### config.mk
export PLATFORM = sky130hd
export DESIGN_NAME = tx_statistics_counters
export DESIGN_NICKNAME = d
export VERILOG_FILES = /design/src/include/tx_stats_pkg.sv /design/src/design/sat_counter.sv /design/src/design/tx_statistics_counters.sv
export VERILOG_INCLUDE_DIRS = /design/src /design/src/include
export SDC_FILE = /design/constraint.sdc
export NUM_CORES = 1
export LEC_CHECK = 0
export BUFFER_PORTS_ARGS = -buffer_cell sky130_fd_sc_hd__buf_2
export CAP_MARGIN = 25
export CORE_MARGIN = 2
export CORE_UTILIZATION = 50
export CTS_BUF_LIST = sky130_fd_sc_hd__clkbuf_8
export CTS_CLUSTER_SIZE = 25
export DETAILED_ROUTE_END_ITERATION = 8
export GPL_ROUTABILITY_DRIVEN = 0
export GPL_TIMING_DRIVEN = 0
export PLACE_DENSITY = 0.67
export SYNTH_ARGS = -nofsm -noshare
export SYNTH_HDL_FRONTEND = slang
export SYNTH_SLANG_ARGS = --single-unit
### constraint.sdc
create_clock -name sys_clk -period 2.8 [get_ports sys_clk]
set_clock_uncertainty 0.1 [all_clocks]
set_input_delay 0 -clock sys_clk [delete_from_list [all_inputs] [get_ports sys_clk]]
set_output_delay 0 -clock sys_clk [all_outputs]
set_load 0.01 [all_outputs]
### src/include/tx_stats_regs.svh
// offsets, field layout, reset values and counts for the transmit statistics bank
//
// Operation
// - bin one counts lengths 65 to 127
// - bin two counts lengths 128 to 255
// - bin three counts lengths 256 to 511
// - bin four counts lengths 512 to 1023
// - largest bin counts lengths 1024 and above
// - largest bin includes 1522-byte tagged frames
// - length spans destination address through check
// - collision-cut transmissions skip all bins
// - nothing counts while transmitter disabled
// - bins count packets from every source
// - counters are 32 bits, zero after reset
// - multicast counts exclude flow-control frames
// - multicast, broadcast count clear and secure
// - broadcast counter counts broadcast packets
// - context counter bumps on last segment
// - context counter needs transmitter and offload
// - failure counted once per failed context
// - collisions and length errors mean failure
// - no report of failed context progress
`ifndef TX_STATS_REGS_SVH
`define TX_STATS_REGS_SVH

`define TXS_OFF_BIN127    16'h40dc
`define TXS_OFF_BIN255    16'h40e0
`define TXS_OFF_BIN511    16'h40e4
`define TXS_OFF_BIN1023   16'h40e8
`define TXS_OFF_BINMAX    16'h40ec
`define TXS_OFF_MCAST     16'h40f0
`define TXS_OFF_BCAST     16'h40f4
`define TXS_OFF_SEGSENT   16'h40f8
`define TXS_OFF_SEGFAIL   16'h40fc
`define TXS_CNT_MSB       31
`define TXS_CNT_RESET     32'h0000_0000
`define TXS_CNT_MAX       32'hffff_ffff
`define TXS_NUM_CNT       9
`define TXS_LEN_BIN1_LO   11'h041
`define TXS_LEN_BIN2_LO   11'h080
`define TXS_LEN_BIN3_LO   11'h100
`define TXS_LEN_BIN4_LO   11'h200
`define TXS_LEN_BIN5_LO   11'h400
`define TXS_LEN_MAX       11'h5f2

`endif

### src/include/tx_stats_pkg.sv
// types shared by the transmit statistics bank
package tx_stats_pkg;
    typedef enum logic [3:0] {
        CNT_BIN127  = 4'h0,
        CNT_BIN255  = 4'h1,
        CNT_BIN511  = 4'h2,
        CNT_BIN1023 = 4'h3,
        CNT_BINMAX  = 4'h4,
        CNT_MCAST   = 4'h5,
        CNT_BCAST   = 4'h6,
        CNT_SEGSENT = 4'h7,
        CNT_SEGFAIL = 4'h8,
        CNT_NONE    = 4'hf
    } counter_id_t;
    typedef enum logic [0:0] {
        CTX_IDLE   = 1'b0,
        CTX_FAILED = 1'b1
    } ctx_state_t;
endpackage : tx_stats_pkg

### src/design/sat_counter.sv
// one saturating statistics counter that clears on read
`timescale 1ns/1ps
`default_nettype none
`include "tx_stats_regs.svh"
module sat_counter #(
    parameter int WIDTH = 32
) (
    // clock and reset
    input  wire logic             sys_clk,
    input  wire logic             reset_n,
    // control
    input  wire logic             incr,
    input  wire logic             clear,
    // value
    output logic [WIDTH-1:0]      count
);
    always_ff @(posedge sys_clk or negedge reset_n) begin
        if (!reset_n) begin
            count <= '0;
        end else if (clear) begin
            // an event in the read cycle is kept rather than lost
            count <= incr ? WIDTH'(1) : '0;
        end else if (incr && count != {WIDTH{1'b1}}) begin
            count <= count + WIDTH'(1);
        end
    end
endmodule : sat_counter
`default_nettype wire

### src/design/tx_statistics_counters.sv
// transmit statistics counter bank with clear-on-read register port
//
// Decided for this implementation: the strobed register port.
`timescale 1ns/1ps
`default_nettype none
`include "tx_stats_regs.svh"
module tx_statistics_counters #(
    parameter int LEN_WIDTH = 11
) (
    // clock and reset
    input  wire logic                 sys_clk,
    input  wire logic                 reset_n,
    // enables
    input  wire logic                 txEnable,
    input  wire logic                 segOffloadEnable,
    // per-packet event from transmit datapath
    input  wire logic                 pktDone,
    input  wire logic [LEN_WIDTH-1:0] pktLength,
    input  wire logic                 pktMulticast,
    input  wire logic                 pktBroadcast,
    input  wire logic                 pktFlowControl,
    input  wire logic                 pktPartial,
    // segmentation context events
    input  wire logic                 segLastLoaded,
    input  wire logic                 segExcessCollision,
    input  wire logic                 segLengthError,
    input  wire logic                 segContextEnd,
    // register port
    input  wire logic [15:0]          regAddr,
    input  wire logic                 regWrite,
    input  wire logic [31:0]          regWriteData,
    input  wire logic                 regRead,
    output logic [31:0]               regReadData
);
    localparam int N = `TXS_NUM_CNT;

    logic [N-1:0]  incr;
    logic [N-1:0]  clear;
    logic [31:0]   count [N];
    tx_stats_pkg::ctx_state_t ctxState;
    tx_stats_pkg::ctx_state_t next_ctxState;
    tx_stats_pkg::counter_id_t readSel;
    logic          segFail;
    logic          pktCounted;

    // length spans destination address through check; supplied so by the datapath
    function automatic tx_stats_pkg::counter_id_t bin_of(input logic [LEN_WIDTH-1:0] len);
        logic [10:0] l;
        l = 11'(len);
        // top bin open-ended so 1522 lands here
        if (l >= `TXS_LEN_BIN5_LO) bin_of = tx_stats_pkg::CNT_BINMAX;
        else if (l >= `TXS_LEN_BIN4_LO) bin_of = tx_stats_pkg::CNT_BIN1023;
        else if (l >= `TXS_LEN_BIN3_LO) bin_of = tx_stats_pkg::CNT_BIN511;
        else if (l >= `TXS_LEN_BIN2_LO) bin_of = tx_stats_pkg::CNT_BIN255;
        else if (l >= `TXS_LEN_BIN1_LO) bin_of = tx_stats_pkg::CNT_BIN127;
        else bin_of = tx_stats_pkg::CNT_NONE;
    endfunction : bin_of

    function automatic tx_stats_pkg::counter_id_t decode(input logic [15:0] a);
        case (a)
            `TXS_OFF_BIN127:  decode = tx_stats_pkg::CNT_BIN127;
            `TXS_OFF_BIN255:  decode = tx_stats_pkg::CNT_BIN255;
            `TXS_OFF_BIN511:  decode = tx_stats_pkg::CNT_BIN511;
            `TXS_OFF_BIN1023: decode = tx_stats_pkg::CNT_BIN1023;
            `TXS_OFF_BINMAX:  decode = tx_stats_pkg::CNT_BINMAX;
            `TXS_OFF_MCAST:   decode = tx_stats_pkg::CNT_MCAST;
            `TXS_OFF_BCAST:   decode = tx_stats_pkg::CNT_BCAST;
            `TXS_OFF_SEGSENT: decode = tx_stats_pkg::CNT_SEGSENT;
            `TXS_OFF_SEGFAIL: decode = tx_stats_pkg::CNT_SEGFAIL;
            default:          decode = tx_stats_pkg::CNT_NONE;
        endcase
    endfunction : decode

    // partial or disabled transmissions never count
    assign pktCounted = pktDone && txEnable && !pktPartial;
    assign segFail = segExcessCollision || segLengthError;

    // one failure per context: latch until the context ends
    always_comb begin
        next_ctxState = ctxState;
        case (ctxState)
            tx_stats_pkg::CTX_IDLE: begin
                if (segFail && !segContextEnd) next_ctxState = tx_stats_pkg::CTX_FAILED;
            end
            tx_stats_pkg::CTX_FAILED: begin
                if (segContextEnd) next_ctxState = tx_stats_pkg::CTX_IDLE;
            end
            default: next_ctxState = tx_stats_pkg::CTX_IDLE;
        endcase
    end

    always_ff @(posedge sys_clk or negedge reset_n) begin
        if (!reset_n) ctxState <= tx_stats_pkg::CTX_IDLE;
        else ctxState <= next_ctxState;
    end

    always_comb begin
        incr = '0;
        // every source counts, no source input is consulted
        for (int i = 0; i < 5; i++) begin
            incr[i] = pktCounted && (bin_of(pktLength) == tx_stats_pkg::counter_id_t'(i));
        end
        // flow control excluded, secure traffic included
        incr[tx_stats_pkg::CNT_MCAST] = pktCounted && pktMulticast && !pktFlowControl;
        incr[tx_stats_pkg::CNT_BCAST] = pktCounted && pktBroadcast;
        incr[tx_stats_pkg::CNT_SEGSENT] = segLastLoaded && txEnable && segOffloadEnable;
        // only a count, no progress figure
        incr[tx_stats_pkg::CNT_SEGFAIL] = segFail && txEnable &&
                                          ctxState == tx_stats_pkg::CTX_IDLE;
    end

    always_comb begin
        clear = '0;
        for (int i = 0; i < N; i++) begin
            clear[i] = regRead && (decode(regAddr) == tx_stats_pkg::counter_id_t'(i));
        end
    end

    genvar g;
    generate
        for (g = 0; g < N; g++) begin : g_cnt
            sat_counter #(.WIDTH(32)) u_cnt (
                .sys_clk (sys_clk),
                .reset_n (reset_n),
                .incr    (incr[g]),
                .clear   (clear[g]),
                .count   (count[g])
            );
        end
    endgenerate

    assign readSel = decode(regAddr);

    // writes are ignored: all counters read-only; unmapped reads give zero
    always_ff @(posedge sys_clk or negedge reset_n) begin
        if (!reset_n) begin
            regReadData <= `TXS_CNT_RESET;
        end else if (regRead && readSel != tx_stats_pkg::CNT_NONE) begin
            regReadData <= count[readSel];
        end else begin
            regReadData <= `TXS_CNT_RESET;
        end
    end

    // write strobe and data have no effect: every counter is read-only
    logic unusedWrite;
    assign unusedWrite = regWrite ^ (|regWriteData);

    // helpers for the checks below
    logic [31:0] selCount;
    logic        anyCountSet;
    // what a read of the current address should hand back
    always_comb begin
        selCount = `TXS_CNT_RESET;
        if (readSel != tx_stats_pkg::CNT_NONE) begin
            selCount = count[readSel];
        end
    end
    always_comb begin
        anyCountSet = 1'b0;
        for (int i = 0; i < N; i++) begin
            anyCountSet = anyCountSet || (count[i] != `TXS_CNT_RESET);
        end
    end
endmodule : tx_statistics_counters
`default_nettype wire

# After elaboration in Yosys (flattened, before gate mapping)
# Cells that the tools add are included.
# op_classes
eq_ne	31
n_reduce_logical	49
add_sub_neg	9
muxes	40
order_cmp	6
n_bitwise	2
# op_table
op	n
$mux 32	21
$add 32x1->32 const B	9
$ne 32x32->1 const B	9
$eq 16x15->1 const B	9
$bmux 32 s4	1
$pmux 4 s9	1
$logic_and 1x1->1	34
$eq 4x3->1 const B	5
$mux 4	5
$reduce_bool 2->1	9
$eq 4x2->1 const B	4
$ge 11x10->1 const B	1
$ge 11x11->1 const B	1
$ge 11x7->1 const B	1
$ge 11x8->1 const B	1
$ge 11x9->1 const B	1
$mux 1	11
$eq 4x1->1 const B	2
$logic_not 4->1	2
$ge 5x5->1 const B	1
$not 4->5	1
$eq 4x4->1 const B	1
$ne 4x4->1 const B	1
$logic_not 1->1	3
3 further kinds	3
# word_totals
regBits	321
out_inout_bits	32
elab_cells	148

# Logic depth before layout (Yosys ltp)
# Gate-level depths: netlist of run 1.
# depth
ltp_word	11
mapped_depth	9

# Hierarchy
# Synthesis of run 1 repeated with hierarchy kept, for this count alone.
# unflattened
hier_cells	2181
area_unflattened_um2	19505.0
# modules_own_cells
module	seq_area_each_um2	cells_each	n_inst	area_per_inst_um2
sat_counter at g_cnt[0].u_cnt ...	800.8	195	8	1747.9
tx_statistics_counters	825.8	423	1	3718.6
sat_counter at g_cnt[5].u_cnt	800.8	198	1	1803.0

# Worst setup path before layout of run 1
# No wires, ideal clock.
# synth_timing
path_kind	reg-to-reg
startpoint	register g_cnt[3].u_cnt.count[0]
endpoint	register g_cnt[3].u_cnt.count[26]
arrival_ns	2.183
path_slack_ns	0.439
setup_time_ns	0.078
path_buffers	1
path_stages_with_launch	9
required_time_ns	2.622
period_less_slack_ns	2.361
cell_sequence	dfrtp_1 -> ha_1 -> and2_1 -> nand3_1 -> a311o_2 -> or4_1 -> buf_2 -> or3_1 -> a21oi_1
# synth_via
elab_chain_cells	3
word_cells_on_any_way	6
# synth_lines
item	line_no	rtl
from (decl)	sat_counter.sv:15	output logic [WIDTH-1:0] count
from (signal assigned)	sat_counter.sv:22	count <= incr ? WIDTH'(1) : '0;
from (signal assigned)	sat_counter.sv:24	count <= count + WIDTH'(1);
$add 32x1->32 / $ne 32x32->1 (equally long branches)	sat_counter.sv:24, sat_counter.sv:23	
$mux 32 / $logic_and 1x1->1 (equally long branches)	sat_counter.sv:23	end else if (incr && count != {WIDTH{1'b1}}) begin
$mux 32 / $reduce_bool 2->1 (equally long branches)	--	
# Several ways; a longest one is shown, not always the timed one. The select of a mux whose other input is x is not followed.
# A chain may end at the register's enable or synchronous reset.

# Worst setup path after layout of run 1
# layout_timing
startpoint	input regAddr[10]
endpoint	register regReadData[21]
# layout_via
elab_chain_cells	7
word_cells_on_any_way	17
# layout_lines
item	line_no	rtl
from (decl)	tx_statistics_counters.sv:29	input wire logic [15:0] regAddr,
$eq 16x15->1	tx_statistics_counters.sv:60	case (a)
$pmux 4 s9 *	tx_statistics_counters.sv:60	
$not 4->5	--	
$bmux 32 s4	--	
$mux 32 (implied by the code) (2 in series)	tx_statistics_counters.sv:139	regReadData <= count[readSel];
$mux 32 *	tx_statistics_counters.sv:138	end else if (regRead && readSel != tx_stats_pkg::CNT_NONE) begin
to (signal assigned)	tx_statistics_counters.sv:137	regReadData <= `TXS_CNT_RESET;
to (signal assigned)	tx_statistics_counters.sv:139	
to (signal assigned)	tx_statistics_counters.sv:141	regReadData <= `TXS_CNT_RESET;
to (decl)	tx_statistics_counters.sv:33	output logic [31:0] regReadData
# Mark *: on every way between the ends. The rest lies on a longest branch, timed or not. The select of a mux whose other input is x is not followed.

==> flow_summary.json, run 1 <==
{
  "stdcell_area_sq_um": 21000,
  "slowest_stage": "a211oi_1",
  "finalSetupViolCount": 0,
  "grt_overflow": 0,
  "place_area_sq_um": 19400,
  "holdWs_ns": 0.0323,
  "io_pins": 106,
  "die_y_um": 195,
  "post-route-drc-count": 0,
  "fmax_ghz": 0.369,
  "clockRootBuffer": "clkbuf_8",
  "yosysSeqAreaShare_pct": 43.8,
  "ys_async_sr_fraction_pct": 100,
  "globalRouteTotalUtil_pct": 30.5,
  "syn-num-nets": 2137,
  "first_iter_violations": 1843,
  "crit_family": "buffers and inverters",
  "grt_pass1_vias": 16000,
  "required_ns": 3.16,
  "num_rows": 70,
  "hpwl_mm": 42.9,
  "area_growth_pct": 14.4,
  "cts_buffer_depth": 3,
  "die_x_um": 195,
  "worstPathMaxFanout": 10,
  "outcome": "complete, no violations",
  "layout_min_cycle_time_ns": 2.71,
  "max_cap_violations": 0,
  "first_pass_iters": 7,
  "cts-htree-levels": 2,
  "max_stage_delay_ns": 0.55,
  "mostFrequentLayoutCells": "321 x dfrtp_1, 288 x nor2_1, 146 x nand2_1",
  "worst_pin_slew_ns": 1.01,
  "antenna_found_initial": 1,
  "power_density_nw_per_um2": 482,
  "port-buffer-count": 71,
  "irDropWorstVdd_uv": 402,
  "totalPowerFinal_mw": 10.1,
  "route.vias.total": 16900,
  "ys.flop_type": "dfrtp_1",
  "crit_buf_inv": 5,
  "cts.sinks": 321,
  "syn_area_sq_um": 18300,
  "arrival_ns": 3.07,
  "hp-class": "in2reg",
  "p_leak_nw": 9.09,
  "die_area_sq_um": 38200,
  "synth_cell_types": 74,
  "cts_tree": "built",
  "vias_per_cell": 6.19,
  "clkTransAtPathRegs_ns": 0.06,
  "synth_edf_count": 0,
  "numCtsBuffers": 55,
  "ys_warn_count": 0,
  "drive_gt1_share_pct": 9.80,
  "cp_cell_sequence": "dlygate4sd3_1 -> buf_2 -> nor4_4 -> and3_1 -> buf_2 -> nand3_1 -> clkbuf_1 -> clkbuf_1 -> o221ai_1 -> a211oi_1",
  "critPathKind": "in2reg",
  "r2r_setup_slack_ns": 0.11,
  "grt_pass1_wl_mm": 90.7,
  "ys_seq_elements": 321,
  "rsz0062_at_grt": "false",
  "clkLatencyLatePin_ns": 0.65,
  "ant_nets": 0,
  "wl_per_cell_um": 21.3,
  "nets": 2307,
  "num_antenna_cells": 0,
  "routed_wl_mm": 58.2,
  "start_util_pct": 50.4,
  "core_sq_um": 36300,
  "slew_violations": 0,
  "start_kind": "input port",
  "avgSynthCellArea_sq_um": 8.92,
  "final_hold_viol_count": 0,
  "fin_util_pct": 57.7,
  "fin_crit_sh_pct": 96.9,
  "slew_headroom_pct": 32.0,
  "critPathCaptureType": "register",
  "grt_max_degree": 101,
  "layout_commonest_cell": "dfrtp_1",
  "synth_cells": 2054
}
==> sequential cells by signal (all words and copies together), names as in the netlist <==
signal / flops
regReadData: 32
ctxState: 1
g_cnt.u_cnt.count: 288
==> routing by layer <==
metal / GRT usage, % / share of wire, %
met2: 47.3 / 45
met5: 0 / 0
met4: 10.1 / 3.4
met1: 42.9 / 43
met3: 6.23 / 8.9
==> synthesized netlist by cell type, drive strengths merged (12+ instances only) <==
library cell / count / share of area, %
and3: 74 / 2.5
a21oi: 51 / 1.4
nand2: 146 / 3.0
or3: 42 / 1.4
nor4: 56 / 2.2
nor3b: 13 / 0.53
xnor2: 127 / 6.1
inv: 28 / 0.57
o22ai: 89 / 3.0
dfrtp: 321 / 44
xor2: 90 / 4.3
nor4b: 12 / 0.68
nor3: 87 / 2.4
a22oi: 20 / 0.82
clkbuf: 77 / 1.6
mux2i: 37 / 2.0
a31oi: 12 / 0.41
nand4: 85 / 2.9
nand3: 116 / 3.2
nor2: 288 / 5.9
and4: 34 / 1.6
and2: 16 / 0.55
o21ai: 69 / 1.9
a221oi: 12 / 0.57
buf: 25 / 0.67
==> power by group <==
group	switching, mW	total, mW	leakage [nW]	internal [mW]
combinational	0.383	0.649	4.03	0.266
clock	2.02	4.40	0.658	2.38
sequential	0.254	5.05	4.41	4.80
==> metrics by stage <==
step	std cells	worst slack (ns)	TNS, ns
after CTS	2731	0.00581	0
after floorplan	2054	0.439	0
after global placement	2593	-4.60	-1474.30
after global routing	2734	0.00293	0
after detailed placement	2598	-0.249	-6.35
final	2734	0.0881	0
==> final timing paths <==
check,endpoint,cells after the start,start
setup reg to reg,g_cnt[3].u_cnt.count[21],7,g_cnt[3].u_cnt.count[3]
setup / recovery,regReadData[21],10,regAddr[10]
hold reg to reg,g_cnt[7].u_cnt.count[30],1,g_cnt[7].u_cnt.count[30]
min in group asynchronous,g_cnt[5].u_cnt.count[31],4,reset_n
max in group asynchronous,g_cnt[0].u_cnt.count[31],6,reset_n
hold / removal,g_cnt[6].u_cnt.count[4],5,txEnable
==> repair_timing <==
item | 4_1_cts | 5_1_grt
hold buffers | 34 | 0
setup endpoints to repair | 0 | 104
hold endpoints to repair | 218 | 0
gates resized for setup | 0 | 19
setup buffers | 0 | 4
==> cell families (layout without fill, tap and decap cells) <==
group	after synthesis	after routing	share of synthesized area, %
xor+xnor	217	217	10.4
simple gates	1023	1023	29.3
flops	321	321	43.8
mux	38	38	2.08
fa+ha+maj	9	9	0.614
buf+inv	130	342	2.82
compound gates	316	316	11.0
==> worst register-to-register path, stage by stage, from the launching register on <==
cell     delay [ns]
dfrtp_1        0.42
and3_1         0.21
buf_6          0.13
nand4_2        0.11
nor3_1         0.83
nand3_1        0.29
or3_1          0.37
a21oi_1        0.16
==> cell type report <==
type | count | area, sq um
multi-input combinational | 1603 | 9850
inverter | 28 | 105
timing repair buffer | 114 | 846
clock buffer | 72 | 991
buffer | 101 | 415
fill | 3280 | 15400
sequential | 321 | 8030
clock inverter | 27 | 139
tap | 468 | 586
Note: power is estimated with default switching activity, not from simulation.
==> run 2: changes to the inputs <==
--- a/config.mk
+++ b/config.mk
@@ -10,12 +10,11 @@
 export CAP_MARGIN = 25
 export CORE_MARGIN = 2
 export CORE_UTILIZATION = 50
-export CTS_BUF_LIST = sky130_fd_sc_hd__clkbuf_8
 export CTS_CLUSTER_SIZE = 25
 export DETAILED_ROUTE_END_ITERATION = 8
 export GPL_ROUTABILITY_DRIVEN = 0
 export GPL_TIMING_DRIVEN = 0
-export PLACE_DENSITY = 0.67
+export PLACE_DENSITY = 0.68
 export SYNTH_ARGS = -nofsm -noshare
 export SYNTH_HDL_FRONTEND = slang
 export SYNTH_SLANG_ARGS = --single-unit
==> run 2 against run 1 <==
  * Maximum frequency up 1.3%
  * Die area unchanged
  * Core utilization about the same
  * Total power up 8.0%
  * First-iteration DRC count up 3.7%
  * Via count up 0.63%
  * Sequential share of layout area about the same
  * Combinational power down 2%
==> flow_summary.json, run 2 (synthesis gave the netlist of run 1 again) <==
{
  "grt_overflow": 0,
  "slew_violations": 0,
  "crit_buf_inv": 2,
  "globalRouteTotalUtil_pct": 29.9,
  "route.vias.total": 17000,
  "cts_tree": "built",
  "grt_max_degree": 91,
  "post-route-drc-count": 0,
  "first_pass_iters": 7,
  "routed_wl_mm": 57.4,
  "ant_nets": 0,
  "finalSetupTns_ns": 0,
  "finalSetupViolCount": 0,
  "place_ws_ns": -0.211,
  "cp_cell_sequence": "nand4_1 -> or3_1 -> or4_1 -> clkbuf_1 -> buf_2 -> nand3_1 -> xor2_1 -> nor2_1",
  "regMostFlops": "g_cnt.u_cnt.count",
  "hp-class": "in2reg",
  "cts_buffer_depth": 3,
  "critPathKind": "reg2reg",
  "largest_reg_flops": 288,
  "wl_per_cell_um": 21.3,
  "cts-htree-levels": 2,
  "swShare_pct": 24.6,
  "drive_gt1_share_pct": 8.95,
  "p_int_mw": 8.22,
  "start_kind": "register",
  "irDropWorstVdd_uv": 322,
  "core_sq_um": 36300,
  "slew_headroom_pct": 34.0,
  "first_iter_violations": 1912,
  "num_rows": 70,
  "combPwrFrac_pct": 5.8,
  "p_leak_nw": 9.00,
  "layout_commonest_cell": "dfrtp_1",
  "mostFrequentLayoutCells": "319 x dfrtp_1, 288 x nor2_1, 146 x nand2_1",
  "fin_crit_sh_pct": 95.6,
  "vias_per_cell": 6.33,
  "critPathCaptureType": "register",
  "max_cap_violations": 0,
  "die_x_um": 195,
  "fmax_ghz": 0.374,
  "worstPathMaxFanout": 10,
  "clkLatencyLatePin_ns": 0.56,
  "power_frac_seq_pct": 46.4,
  "clockRootBuffer": "clkbuf_16",
  "multi_input_area_sq_um": 9830,
  "num_antenna_cells": 0,
  "hpwl_mm": 42.7,
  "critPathLaunch": "g_cnt[7].u_cnt.count[4]",
  "n_fill_cell": 3245,
  "grt_pass1_vias": 15600,
  "arrival_ns": 2.99,
  "required_ns": 3.12,
  "r2r_start": "g_cnt[7].u_cnt.count[4]",
  "worst_pin_slew_ns": 0.982,
  "regArea_sq_um": 8040,
  "die_area_sq_um": 38200,
  "nets": 2276,
  "clkPwrFrac_pct": 47.8,
  "layout_min_cycle_time_ns": 2.68,
  "antenna_found_initial": 2,
  "top_regs": "g_cnt.u_cnt.count x288, regReadData x32, ctxState x1",
  "cts.sinks": 321,
  "p_switching_mw": 2.69,
  "area_growth_pct": 14.4,
  "slowest_stage": "or4_1",
  "max_stage_delay_ns": 0.51,
  "crit_family": "simple AND/OR/NAND/NOR gates",
  "worst_slack_ns": 0.124,
  "power_density_nw_per_um2": 520,
  "port-buffer-count": 71,
  "io_pins": 106,
  "grt_pass1_wl_mm": 88.8,
  "numCtsBuffers": 38,
  "clkTransAtPathRegs_ns": 0.06,
  "start_util_pct": 50.4,
  "min_from": "pktDone",
  "final_hold_viol_count": 0,
  "die_y_um": 195,
  "outcome": "complete, no violations"
}
-- run 2: cell types whose count changed in the layout (fill, tap and decap cells not counted), moves of 3 or more --
| cell | delta |
|---|---|
| clkbuf_1 | +12 |
| clkinv_2 | -3 |
| clkbuf_8 | -64 |
| clkbuf_16 | +41 |
| dlygate4sd3_1 | -18 |
| inv_1 | -17 |
| buf_4 | +4 |
| clkbuf_2 | -4 |
-- run 2: path summary, 6_finish.rpt --
check / endpoint / slack (ns) / cells after the start
min: g_cnt[6].u_cnt.count[4] / 0.009 / 5
max in group asynchronous: g_cnt[4].u_cnt.count[12] / 1.28 / 5
min reg2reg: g_cnt[7].u_cnt.count[30] / 0.40 / 1
min in group asynchronous: g_cnt[7].u_cnt.count[23] / 0.46 / 4
max reg2reg: g_cnt[7].u_cnt.count[9] / 0.12 / 8
max: g_cnt[7].u_cnt.count[9] / 0.12 / 8
-- run 2: layout make-up --
class / instances / share of cell area [%]
Buffer: 101 / 1.95
Clock buffer: 59 / 5.60
Clock inverter: 11 / 0.650
Inverter: 28 / 0.501
Multi-Input combinational cell: 1603 / 46.9
Sequential cell: 321 / 38.3
Tap cell: 468 / 2.79
Timing Repair Buffer: 100 / 3.32
-- run 2: repair_timing --
action	4_1_cts	5_1_grt
hold endpoints to repair	181	0
hold buffers	16	0
endpoints found under the setup margin	0	44
gates resized for setup	0	10
setup buffers	0	8
-- run 2: power by group through the flow --
stage	Sequential (mW)	Clock (mW)	Combinational, mW
6_report	5.06	5.22	0.633
3_5_place_dp	5.12	0	0.603
4_1_cts	5.04	5.28	0.627
5_1_grt	5.07	5.46	0.714
3_3_place_gp	5.11	0	0.559
2_1_floorplan	5.03	0	0.347
-- run 2: worst register-to-register path: stages, from the launching register on --
cell and delay, ns:
dfrtp_1 0.45, nand4_1 0.19, or3_1 0.46, or4_1 0.51, clkbuf_1 0.21, buf_2 0.24
nand3_1 0.12, xor2_1 0.18, nor2_1 0.06
-- run 2: through the flow --
step	instance area (sq um)	total power, mW	hold slack [ns]	utilization [%]	instances
finish	21000	10.9	0.00922	57.7	2691
CTS	20900	10.9	0.00656	57.4	2684
global placement	19300	5.67	0.0559	53.0	2593
global route	21000	11.2	0.0721	57.7	2691
floorplan	18300	5.38	-0.396	-	2054
detailed placement	19400	5.72	-0.133	53.3	2598
-- run 2: metal layers --
| layer | wire length (um) | share of wire [%] | track usage (%) |
|---|---|---|---|
| met2 | 25100 | 44 | 44.4 |
| met4 | 2670 | 4.6 | 13.7 |
| met3 | 4850 | 8.5 | 3.97 |
| met5 | 0 | 0 | 0 |
| met1 | 24800 | 43 | 43.6 |
==> run 3: changes to the inputs <==
--- a/config.mk
+++ b/config.mk
@@ -6,6 +6,7 @@
 export SDC_FILE = /design/constraint.sdc
 export NUM_CORES = 1
 export LEC_CHECK = 0
+export ABC_AREA = 1
 export BUFFER_PORTS_ARGS = -buffer_cell sky130_fd_sc_hd__buf_2
 export CAP_MARGIN = 25
 export CORE_MARGIN = 2
==> run 3 against run 2 <==
  * Total power increased by 14%
  * Maximum frequency increased by 1.2%
  * Design area increased by 8.6%
  * Largest cell class unchanged
  * Critical path depth increased by 7
  * First-iteration DRC count increased by 37%
  * Synthesized area increased by 8.9%
==> flow_summary.json, run 3 <==
{
  "fin_crit_sh_pct": 94.5,
  "synth_edf_count": 0,
  "route.vias.total": 20500,
  "synthAdderAreaFrac_pct": 0.564,
  "ys.flop_type": "dfrtp_1",
  "routed_wl_mm": 66.5,
  "irDropWorstVdd_uv": 346,
  "power_frac_seq_pct": 43.1,
  "first_pass_iters": 6,
  "num_rows": 73,
  "yosysTopAreaCell": "dfrtp_1",
  "arrival_ns": 2.96,
  "regMostFlops": "g_cnt.u_cnt.count",
  "area_growth_pct": 14.1,
  "die_y_um": 204,
  "core_sq_um": 39500,
  "drive_gt1_share_pct": 7.71,
  "p_leak_nw": 10.5,
  "finalSetupViolCount": 0,
  "worstPathMaxFanout": 10,
  "p_int_mw": 8.81,
  "cts-htree-levels": 2,
  "layout_min_cycle_time_ns": 2.65,
  "start_util_pct": 50.5,
  "largest_reg_flops": 288,
  "synth_mux_area_share_pct": 0,
  "hpwl_mm": 51.0,
  "wl_per_cell_um": 18.8,
  "start_kind": "input port",
  "grt_pass1_vias": 19100,
  "ys_async_sr_fraction_pct": 100,
  "place_area_sq_um": 21100,
  "io_pins": 106,
  "max_cap_violations": 0,
  "hp-class": "in2reg",
  "combPwrFrac_pct": 12.9,
  "first_iter_violations": 2613,
  "port-buffer-count": 72,
  "rsz0062_at_grt": "false",
  "vias_per_cell": 5.80,
  "grt_max_degree": 117,
  "slew_violations": 0,
  "avgSynthCellArea_sq_um": 7.04,
  "grt_overflow": 0,
  "required_ns": 3.11,
  "synth_cells": 2835,
  "synth_top_family_by_area": "simple AND/OR/NAND/NOR gates",
  "yosysSeqAreaShare_pct": 40.2,
  "ys_top_cells_by_area": "dfrtp_1 40%, nand2_1 10%, nor2_1 9.3%, inv_1 6.3%, o21ai_0 5.1%",
  "slew_headroom_pct": 43.0,
  "die_x_um": 204,
  "grt_pass1_wl_mm": 104,
  "ys_warn_count": 0,
  "antenna_found_initial": 1,
  "mostFrequentLayoutCells": "540 x nand2_1, 495 x nor2_1, 333 x inv_1",
  "ys_top_cells_by_count": "541 x nand2_1, 496 x nor2_1, 334 x inv_1",
  "synth_top_area_share_pct": 40.2,
  "p_switching_mw": 3.57,
  "nets": 3062,
  "stdcell_area_sq_um": 22800,
  "ant_nets": 0,
  "globalRouteTotalUtil_pct": 32.2,
  "synth-xor-area-share_pct": 3.42,
  "fin_util_pct": 57.6,
  "critPathCaptureType": "register",
  "post-route-drc-count": 0,
  "critPathKind": "in2reg",
  "outcome": "complete, no violations",
  "numCtsBuffers": 39,
  "ys_seq_elements": 321,
  "syn-num-nets": 2918,
  "final_hold_viol_count": 0,
  "swShare_pct": 28.8,
  "clkTransAtPathRegs_ns": 0.06,
  "num_antenna_cells": 0,
  "synthSimpleGateAreaFrac_pct": 32.6,
  "fmax_ghz": 0.378,
  "layout_commonest_cell": "nand2_1",
  "die_area_sq_um": 41500,
  "cts_buffer_depth": 3,
  "clockRootBuffer": "clkbuf_16",
  "power_density_nw_per_um2": 544,
  "n_fill_cell": 3704,
  "worst_pin_slew_ns": 0.855,
  "synth.most_common_cell": "nand2_1",
  "cts.sinks": 321,
  "clkPwrFrac_pct": 44.0,
  "synth_compound_area_share_pct": 14.9,
  "clkLatencyLatePin_ns": 0.56,
  "cts_tree": "built",
  "top_regs": "g_cnt.u_cnt.count x288, regReadData x32, ctxState x1",
  "synth_cell_types": 58,
  "syn_area_sq_um": 20000
}
[run 3: final timing paths]
kind / startpoint / endpoint / slack, ns / cells past startpoint
max: regAddr[1] / regReadData[5] / 0.15 / 15
min: regAddr[0] / g_cnt[7].u_cnt.count[16] / 0.02 / 5
max reg2reg: g_cnt[2].u_cnt.count[19] / g_cnt[2].u_cnt.count[23] / 0.22 / 12
min reg2reg: g_cnt[8].u_cnt.count[26] / g_cnt[8].u_cnt.count[26] / 0.37 / 1
max in group asynchronous: reset_n / g_cnt[8].u_cnt.count[8] / 1.02 / 5
min in group asynchronous: reset_n / g_cnt[2].u_cnt.count[16] / 0.59 / 4
[run 3: metrics by stage]
stage	TNS, ns	power, mW	cells	setup WS [ns]	hold slack, ns
6_report	0	12.4	3533	0.155	0.0240
4_1_cts	0	12.4	3528	0.100	0.00134
3_5_place_dp	-5.48	6.94	3435	-0.356	-0.0104
5_1_grt	0	12.9	3533	0.0264	0.0588
2_1_floorplan	0	6.31	2835	0.694	-0.396
3_3_place_gp	-1475.12	6.87	3432	-4.62	0.0494
[run 3: worst max-delay path, stage by stage]
cell           delay, ns
buf_2               0.11
nor2_4              0.19
dlygate4sd3_1       0.65
inv_1               0.07
nor2_1              0.19
o211ai_4            0.21
inv_1               0.17
nand3_2             0.16
clkinvlp_4          0.23
buf_2               0.22
nand2_1             0.12
o21ai_0             0.10
nor2_1              0.06
o21bai_1            0.32
nor2_1              0.14
[run 3: timing repair]
action | 4_1_cts | 5_1_grt
endpoints found under the hold margin | 337 | 0
gates resized for setup | 1 | 11
buffers inserted | 0 | 5
setup endpoints to repair | 10 | 49
pin swaps | 0 | 1
hold buffers | 23 | 0
[run 3: power groups by stage]
stage | Combinational, mW | Clock (mW) | Sequential [mW]
floorplan | 1.03 | 0 | 5.28
global placement | 1.48 | 0 | 5.39
detailed placement | 1.54 | 0 | 5.39
CTS | 1.57 | 5.52 | 5.32
global route | 1.81 | 5.72 | 5.37
finish | 1.60 | 5.44 | 5.33
[run 3: layer usage]
layer | global-route usage (%) | wire [um]
met1 | 46.9 | 29200
met2 | 48.0 | 28400
met3 | 5.31 | 6510
met4 | 12.2 | 2490
met5 | 0 | 0
[run 3: final cells by class]
cell class                 instances  area, sq um  area share (%)
timing repair buffer             103          721            3.16
multi-input combinational       2092        10300            45.4
clock buffer                      56         1190            5.23
inverter                         347         1310            5.73
clock inverter                    14          186           0.818
tap                              525          657            2.88
sequential                       321         8030            35.3
buffer                            75          349            1.53
[run 3: cell families (layout without fill, tap and decap cells)]
logic type               count (synthesis)  count (layout)
buffers and inverters                  422             595
flip-flops                             321             321
AND/OR/NAND/NOR                       1500            1500
adder cells (fa/ha/maj)                  9               9
XOR/XNOR                                78              78
AO/OA/AOI/OAI                          505             505
